<file path="src/core/cmd_resp_pkg.sv">
/*
  package for the command-response status logic: response codes, command
  kinds, field positions and reset values of the status upper word.
  assumes a single device clock domain; serial pins are synchronised
  inside the block that uses this package.
*/
// Function
// - four-bit field reports previous frame's command
// - codes 0000b, 0111b, 1000b never produced
// - first frame after reset reads 1001b
// - correct nop after read reports 0101b
// - frame errors execute nop, report 1010b
// - non-nop after read runs nop, 1011b
// - lock bit: 1 locked, 0 unlocked, reset 0
// - clock bit: 0 internal, 1 external
// - mode bit: 0 active, 1 standby/power-down
package cmd_resp_pkg;
  localparam int STATUS_W = 16;
  localparam int RESP_LSB = 3;
  localparam int RESP_MSB = 6;
  localparam int LOCK_BIT = 2;
  localparam int CLOCK_BIT = 1;
  localparam int MODE_BIT = 0;
  localparam int FAULT_LSB = 7;
  localparam int FAULT_W = 9;

  // response codes
  localparam logic [3:0] RESP_NOP = 4'h1;
  localparam logic [3:0] RESP_LOCK = 4'h2;
  localparam logic [3:0] RESP_UNLOCK = 4'h3;
  localparam logic [3:0] RESP_READ = 4'h4;
  localparam logic [3:0] RESP_READ_DONE = 4'h5;
  localparam logic [3:0] RESP_WRITE = 4'h6;
  localparam logic [3:0] RESP_POWERUP = 4'h9;
  localparam logic [3:0] RESP_ERROR = 4'hA;
  localparam logic [3:0] RESP_READ_BAD = 4'hB;
  localparam logic [3:0] RESP_RESET = 4'hC;

  localparam logic [3:0] RESP_RESET_VAL = RESP_POWERUP;
  localparam logic LOCK_RESET_VAL = 1'b0;
  localparam logic [STATUS_W-1:0] SHIFT_RESET_VAL = 16'h0000;

  typedef enum logic [2:0] {
    CMD_NOP = 3'b000,
    CMD_REG_READ = 3'b001,
    CMD_REG_WRITE = 3'b010,
    CMD_LOCK = 3'b011,
    CMD_UNLOCK = 3'b100,
    CMD_RESET = 3'b101
  } cmd_kind_e;
endpackage

</file>
<file path="src/core/cmd_resp_status.sv">
/*
  command-response and state indication part of the status word: decides
  the response code at each frame end and shifts the status upper word
  out msb first on the serial output.
  assumes a frame decoder on clk_in reports the decoded command and any
  framing or checksum error during the frame; cs and sclk come from pins.
*/
module cmd_resp_status (
  input wire logic clk_in,
  input wire logic rst_in,
  input wire logic cs_n_in,
  input wire logic sclk_in,
  input wire logic cmd_valid_in,
  input wire logic [2:0] cmd_kind_in,
  input wire logic timeout_err_in,
  input wire logic sclk_count_err_in,
  input wire logic cmd_crc_err_in,
  input wire logic data_crc_err_in,
  input wire logic ext_clock_in,
  input wire logic standby_in,
  input wire logic [cmd_resp_pkg::FAULT_W-1:0] fault_bits_in,
  output logic sdo_out,
  output logic sdo_oe_n_out,
  output logic [cmd_resp_pkg::STATUS_W-1:0] status_word_out,
  output logic locked_out
);
  // codes the block must never latch nor shift out to the host
  function automatic logic code_reserved(input logic [3:0] code);
    return code == 4'h0 || code == 4'h7 || code == 4'h8;
  endfunction

  // elaboration checks on the package: the fields must tile the upper
  // word exactly, or a package edit could overlap two of them unseen
  if (cmd_resp_pkg::FAULT_LSB + cmd_resp_pkg::FAULT_W !=
      cmd_resp_pkg::STATUS_W) begin
    $error("fault field must end at the word msb");
  end
  if (cmd_resp_pkg::RESP_MSB - cmd_resp_pkg::RESP_LSB != 3) begin
    $error("response field must be four bits wide");
  end
  if (cmd_resp_pkg::RESP_MSB + 1 != cmd_resp_pkg::FAULT_LSB) begin
    $error("response field must sit just below the faults");
  end
  if (cmd_resp_pkg::LOCK_BIT + 1 != cmd_resp_pkg::RESP_LSB ||
      cmd_resp_pkg::CLOCK_BIT + 1 != cmd_resp_pkg::LOCK_BIT ||
      cmd_resp_pkg::MODE_BIT + 1 != cmd_resp_pkg::CLOCK_BIT) begin
    $error("state bits must fill the bottom of the word");
  end
  // every code the block can latch must be one the host may
  if (code_reserved(cmd_resp_pkg::RESP_NOP) ||
      code_reserved(cmd_resp_pkg::RESP_LOCK) ||
      code_reserved(cmd_resp_pkg::RESP_UNLOCK) ||
      code_reserved(cmd_resp_pkg::RESP_READ) ||
      code_reserved(cmd_resp_pkg::RESP_READ_DONE) ||
      code_reserved(cmd_resp_pkg::RESP_WRITE) ||
      code_reserved(cmd_resp_pkg::RESP_RESET_VAL) ||
      code_reserved(cmd_resp_pkg::RESP_ERROR) ||
      code_reserved(cmd_resp_pkg::RESP_READ_BAD) ||
      code_reserved(cmd_resp_pkg::RESP_RESET)) begin
    $error("a latched response uses a reserved code");
  end

  // pin synchronisers; only stage two is read by logic
  // they reset to the pins' idle levels so no false edge follows reset
  logic [1:0] cs_sync_r;
  logic [1:0] sclk_sync_r;
  logic cs_prev_r;
  logic sclk_prev_r;
  logic frame_start;
  logic frame_end;
  logic sclk_rise;

  always_ff @(posedge clk_in or posedge rst_in) begin
    if (rst_in) begin
      cs_sync_r <= 2'b11;
      sclk_sync_r <= 2'b00;
      cs_prev_r <= 1'b1;
      sclk_prev_r <= 1'b0;
    end else begin
      cs_sync_r <= {cs_sync_r[0], cs_n_in};
      sclk_sync_r <= {sclk_sync_r[0], sclk_in};
      cs_prev_r <= cs_sync_r[1];
      sclk_prev_r <= sclk_sync_r[1];
    end
  end

  assign frame_start = cs_prev_r & ~cs_sync_r[1];
  assign frame_end = ~cs_prev_r & cs_sync_r[1];
  assign sclk_rise = ~cs_sync_r[1] & ~sclk_prev_r & sclk_sync_r[1];

  // per-frame capture of the decoded command and error conditions
  logic cmd_seen_r;
  logic [2:0] cmd_r;
  logic err_r;
  logic err_any;

  // any framing or checksum fault turns the frame into a nop
  assign err_any = timeout_err_in | sclk_count_err_in | cmd_crc_err_in |
                   data_crc_err_in;

  // an event in the frame start cycle beats the clear, so a decoder
  // that reports one cycle early loses nothing
  always_ff @(posedge clk_in or posedge rst_in) begin
    if (rst_in) begin
      cmd_seen_r <= 1'b0;
      cmd_r <= 3'b000;
      err_r <= 1'b0;
    end else if (frame_start) begin
      cmd_seen_r <= cmd_valid_in;
      err_r <= err_any;
      if (cmd_valid_in) begin
        cmd_r <= cmd_kind_in;
      end
    end else begin
      if (cmd_valid_in) begin
        cmd_seen_r <= 1'b1;
        cmd_r <= cmd_kind_in;
      end
      if (err_any) begin
        err_r <= 1'b1; // sticky until the next frame starts
      end
    end
  end

  // response decision; a frame without a complete command counts as short
  logic [3:0] resp_r;
  logic [3:0] resp_nxt;
  logic read_pend_r;
  logic read_pend_nxt;
  logic lock_r;
  logic lock_nxt;
  cmd_resp_pkg::cmd_kind_e kind;

  always_comb begin
    kind = cmd_resp_pkg::cmd_kind_e'(cmd_r);
    resp_nxt = resp_r;
    read_pend_nxt = 1'b0;
    lock_nxt = lock_r;
    if (err_r | ~cmd_seen_r) begin
      resp_nxt = cmd_resp_pkg::RESP_ERROR;
    end else if (read_pend_r) begin
      // second frame of a read: judged once, the mark clears either way
      if (kind == cmd_resp_pkg::CMD_NOP) begin
        resp_nxt = cmd_resp_pkg::RESP_READ_DONE;
      end else begin
        resp_nxt = cmd_resp_pkg::RESP_READ_BAD;
      end
    end else begin
      // only defined codes are reachable, 0000b/0111b/1000b never
      unique case (kind)
        cmd_resp_pkg::CMD_NOP: resp_nxt = cmd_resp_pkg::RESP_NOP;
        cmd_resp_pkg::CMD_REG_READ: begin
          resp_nxt = cmd_resp_pkg::RESP_READ;
          read_pend_nxt = 1'b1;
        end
        cmd_resp_pkg::CMD_REG_WRITE: begin
          resp_nxt = cmd_resp_pkg::RESP_WRITE;
        end
        cmd_resp_pkg::CMD_LOCK: begin
          resp_nxt = cmd_resp_pkg::RESP_LOCK;
          lock_nxt = 1'b1;
        end
        cmd_resp_pkg::CMD_UNLOCK: begin
          resp_nxt = cmd_resp_pkg::RESP_UNLOCK;
          lock_nxt = 1'b0;
        end
        cmd_resp_pkg::CMD_RESET: resp_nxt = cmd_resp_pkg::RESP_RESET;
        default: resp_nxt = cmd_resp_pkg::RESP_ERROR;
      endcase
    end
  end

  // latched only at frame end so the next frame shifts a stable code
  always_ff @(posedge clk_in or posedge rst_in) begin
    if (rst_in) begin
      resp_r <= cmd_resp_pkg::RESP_RESET_VAL;
      read_pend_r <= 1'b0;
      lock_r <= cmd_resp_pkg::LOCK_RESET_VAL;
    end else if (frame_end) begin
      resp_r <= resp_nxt;
      read_pend_r <= read_pend_nxt;
      lock_r <= lock_nxt;
    end
  end

  // assembled status upper word
  logic [cmd_resp_pkg::STATUS_W-1:0] word;
  always_comb begin
    word = {cmd_resp_pkg::STATUS_W{1'b0}};
    word[cmd_resp_pkg::FAULT_LSB +: cmd_resp_pkg::FAULT_W] = fault_bits_in;
    word[cmd_resp_pkg::RESP_MSB:cmd_resp_pkg::RESP_LSB] = resp_r;
    word[cmd_resp_pkg::LOCK_BIT] = lock_r;
    word[cmd_resp_pkg::CLOCK_BIT] = ext_clock_in;
    word[cmd_resp_pkg::MODE_BIT] = standby_in;
  end

  // snapshot at frame start; bits launched on sclk rising edges, the
  // host samples on falling edges, zeros follow after the word
  logic [cmd_resp_pkg::STATUS_W-1:0] shift_r;
  logic sdo_r;

  always_ff @(posedge clk_in or posedge rst_in) begin
    if (rst_in) begin
      shift_r <= cmd_resp_pkg::SHIFT_RESET_VAL;
      sdo_r <= 1'b0;
      status_word_out <= cmd_resp_pkg::SHIFT_RESET_VAL;
    end else begin
      status_word_out <= word;
      if (frame_start) begin
        shift_r <= word;
        sdo_r <= 1'b0;
      end else if (sclk_rise) begin
        sdo_r <= shift_r[cmd_resp_pkg::STATUS_W-1];
        shift_r <= {shift_r[cmd_resp_pkg::STATUS_W-2:0], 1'b0};
      end
    end
  end

  assign sdo_out = sdo_r;
  // enable follows the synchronised select, two clocks behind the pin
  assign sdo_oe_n_out = cs_sync_r[1];
  assign locked_out = lock_r;
endmodule

</file>
<file path="config.mk">
export PLATFORM = sky130hd
export DESIGN_NAME = cmd_resp_status
export DESIGN_NICKNAME = d
export VERILOG_FILES = /design/src/core/cmd_resp_pkg.sv /design/src/core/cmd_resp_status.sv
export SDC_FILE = /design/constraint.sdc
export NUM_CORES = 1
export LEC_CHECK = 0
export CAP_MARGIN = 30
export CORE_UTILIZATION = 40
export CTS_CLUSTER_DIAMETER = 30
export CTS_CLUSTER_SIZE = 25
export DETAILED_ROUTE_END_ITERATION = 10
export DONT_BUFFER_PORTS = 1
export SKIP_CTS_REPAIR_TIMING = 1
export SLEW_MARGIN = 15
export SYNTH_ARGS = -nofsm -noshare
export SYNTH_HDL_FRONTEND = slang
export SYNTH_SLANG_ARGS = --single-unit
</file>
<file path="constraint.sdc">
create_clock -name clk_in -period 3.35 [get_ports clk_in]
set_input_delay 0.335 -clock clk_in [delete_from_list [all_inputs] [get_ports clk_in]]
set_output_delay 0.335 -clock clk_in [all_outputs]
set_load 0.05 [all_outputs]
</file>
==> flow_metrics.tcl <==
set metrics [dict create \
    hold_class "primary input to flip-flop" \
    seq_power_share_pct 59.7 \
    synth-main-ff-cell "dfrtp_1" \
    start_util_pct 42.9 \
    grt_pass1_wl_mm 5.72 \
    worstSetupStartpointType "flip-flop" \
    grt_overflow 0 \
    wl_per_cell_um 16.4 \
    multiInputGateArea_sq_um 592 \
    ys_seq_area_share_pct 65.5 \
    numCtsBuffers 5 \
    dp_cells 192 \
    route.vias.total 1076 \
    synth_edf_count 0 \
    synth-seq-cells 50 \
    clk_latency_ns 0.30 \
    skew_ns 0.00643 \
    switchingPower_mw 0.307 \
    coreArea_sq_um 4470 \
    grt_usage_pct 15.0 \
    via_per_inst 5.35 \
    fin_crit_ns 1.77 \
    setup_viol 0 \
    n_fill_cell 410 \
    worstSetupPathType "flip-flop to flip-flop" \
    clock_sinks 50 \
    synth.distinct_cells 32 \
    antenna_found_initial 0 \
    dpl.hpwl_mm 2.19 \
    final_core_utilization_pct 46.3 \
    synthCells 145 \
    cts_max_level 2 \
    io_buffers 0 \
    firstDrtPassIters 7 \
    grt_max_degree 40 \
    fin_tns_setup_ns 0 \
    regArea_sq_um 1260 \
    layout_commonest_cell "dfrtp_1" \
    clockPowerShare_pct 32.8 \
    synth_area_sq_um 1920 \
    period_share_pct 52.9 \
    finalMaxSlewViolations 0 \
    die_w_um 71.3 \
    drive_above_1_share_pct 15.4 \
    cts_tree "built" \
    cts_buffer_depth 2 \
    drtIter0Drc 91 \
    critPathMaxFanout 17 \
    dieArea_sq_um 5080 \
    relSlewSlack_pct 60.7 \
    drc 4 \
    peakVddDrop_mv 0.334 \
    post-place-ws_ns 1.61 \
    instances_no_fill 201 \
    fin_ws_ns 1.58 \
    hold_violations 0 \
    violations "design-rule violations" \
    io_pins 42 \
    power_density_nw_per_um2 586 \
    max_stage_delay_ns 0.89 \
    worstPathCellList "nand4bb_1 > o31ai_1 > a2bb2oi_1" \
    p_leak_nw 0.842 \
    grt_pass1_vias 1174 \
    critPathSlowestCell "dfstp_2" \
    ant_nets 0 \
    arrival_ns 1.96 \
    placementRows 24 \
    diodes 0 \
    maxCapViolCount 0 \
    syn-num-nets 168 \
    yosysWarnings 0 \
    combPwrFrac_pct 7.5 \
    internal_power_mw 0.908 \
    cp.required_ns 3.53 \
    status "complete, but fails checks" \
    r2r_slack_ns 1.58 \
    gp_congestion 0.689 \
    nNetsFinal 171 \
    rsz0062_at_grt "no" \
    clk_pin_slew_ns 0.09 \
    async_flop_share_pct 100 \
    wl_mm 3.29 \
    avgSynthCellArea_sq_um 13.2 \
    cp-end-kind "flip-flop" \
    fp.dieH_um 71.3 \
    root_buffer "clkbuf_8" \
    worst_pin_slew_ns 0.589 \
    final_cell_mix "dfrtp_1 (45), mux2i_1 (16), nand2_1 (14)" \
    sw_frac_of_total_pct 25.3 \
    area_growth_syn_to_layout_pct 8.02 \
    max_freq_mhz 564 \
]
==> per-layer routing <==
metal  vias up  routed length, um  track usage [%]
met5         -                  0                0
met4         0                 63             8.00
met3         5                172             4.36
met2        28               1520             22.3
met1       528               1530             20.0
li1        515                  -                -
==> area by class of cell <==
class / instances / area share, %
inverter: 1 / 0.181
multi-input combinational: 86 / 28.5
sequential: 50 / 60.7
timing repair buffer: 4 / 2.17
tap: 52 / 3.14
clock buffer: 8 / 5.31
==> Yosys cell counts (all sizes together) (2+ instances only) <==
| master | n | area, sq um |
|---|---|---|
| dfrtp | 45 | 1130 |
| o21ai | 17 | 85.1 |
| mux2i | 16 | 160 |
| nand2 | 14 | 52.6 |
| a22oi | 8 | 60.1 |
| buf | 7 | 62.6 |
| dfstp | 5 | 131 |
| nor2 | 5 | 18.8 |
| mux2 | 3 | 33.8 |
| nor2b | 3 | 18.8 |
| nand2b | 2 | 12.5 |
| nand3b | 2 | 15.0 |
| nor4b | 2 | 17.5 |
==> final timing paths <==
| path | from | end | depth (start not counted) |
|---|---|---|---|
| worst max-delay path | cs_sync_r[1]$_DFF_PP1_ | locked_out$_DFFE_PP0P_ | 3 |
| worst min-delay path | cs_n_in | cs_sync_r[0]$_DFF_PP1_ | 0 |
| worst max register to register | cs_sync_r[1]$_DFF_PP1_ | locked_out$_DFFE_PP0P_ | 3 |
| worst min register to register | cs_sync_r[0]$_DFF_PP1_ | cs_sync_r[1]$_DFF_PP1_ | 0 |
| max in group asynchronous | rst_in | resp_r[0]$_DFFE_PP1P_ | 3 |
| min in group asynchronous | rst_in | sclk_prev_r$_DFF_PP0_ | 2 |
==> worst max-delay path, delay by kind of cell (launching register included) <==
family	cells	cell delay (ns)
compound gates	2	0.42
flops	1	0.89
simple gates	1	0.34
==> flip-flops by register name, indices dropped and copies added, names as in the netlist, 2 cells and up <==
| register | cells |
|---|---|
| cmd_r | 3 |
| cs_sync_r | 2 |
| resp_r | 4 |
| sclk_sync_r | 2 |
| shift_r | 16 |
| status_word_out | 16 |
==> kinds of logic after synthesis <==
group,after synthesis,synth area share (%)
adder cells (fa/ha/maj),1,0.587
flip-flops,50,65.5
AO/OA/AOI/OAI,33,10.8
buffers and inverters,9,3.65
AND/OR/NAND/NOR,33,9.32
multiplexers,19,10.1
==> power by group through the flow <==
stage               clock network [mW]  logic [mW]  registers [mW]
finish                           0.399      0.0912           0.725
global route                     0.435       0.106           0.733
CTS                              0.407      0.0927           0.726
detailed placement                   0      0.0924           0.737
global placement                     0      0.0855           0.735
floorplan                            0      0.0856           0.721
==> stage by stage <==
step | hold WS [ns] | power (mW) | instance area, sq um
floorplan | 0.331 | 0.807 | 1920
global placement | 0.336 | 0.820 | 1930
detailed placement | 0.173 | 0.830 | 1950
CTS | -0.155 | 1.23 | 2060
global route | 0.00443 | 1.27 | 2070
finish | 0.0275 | 1.22 | 2070
Note: power is estimated with default switching activity, not from simulation.
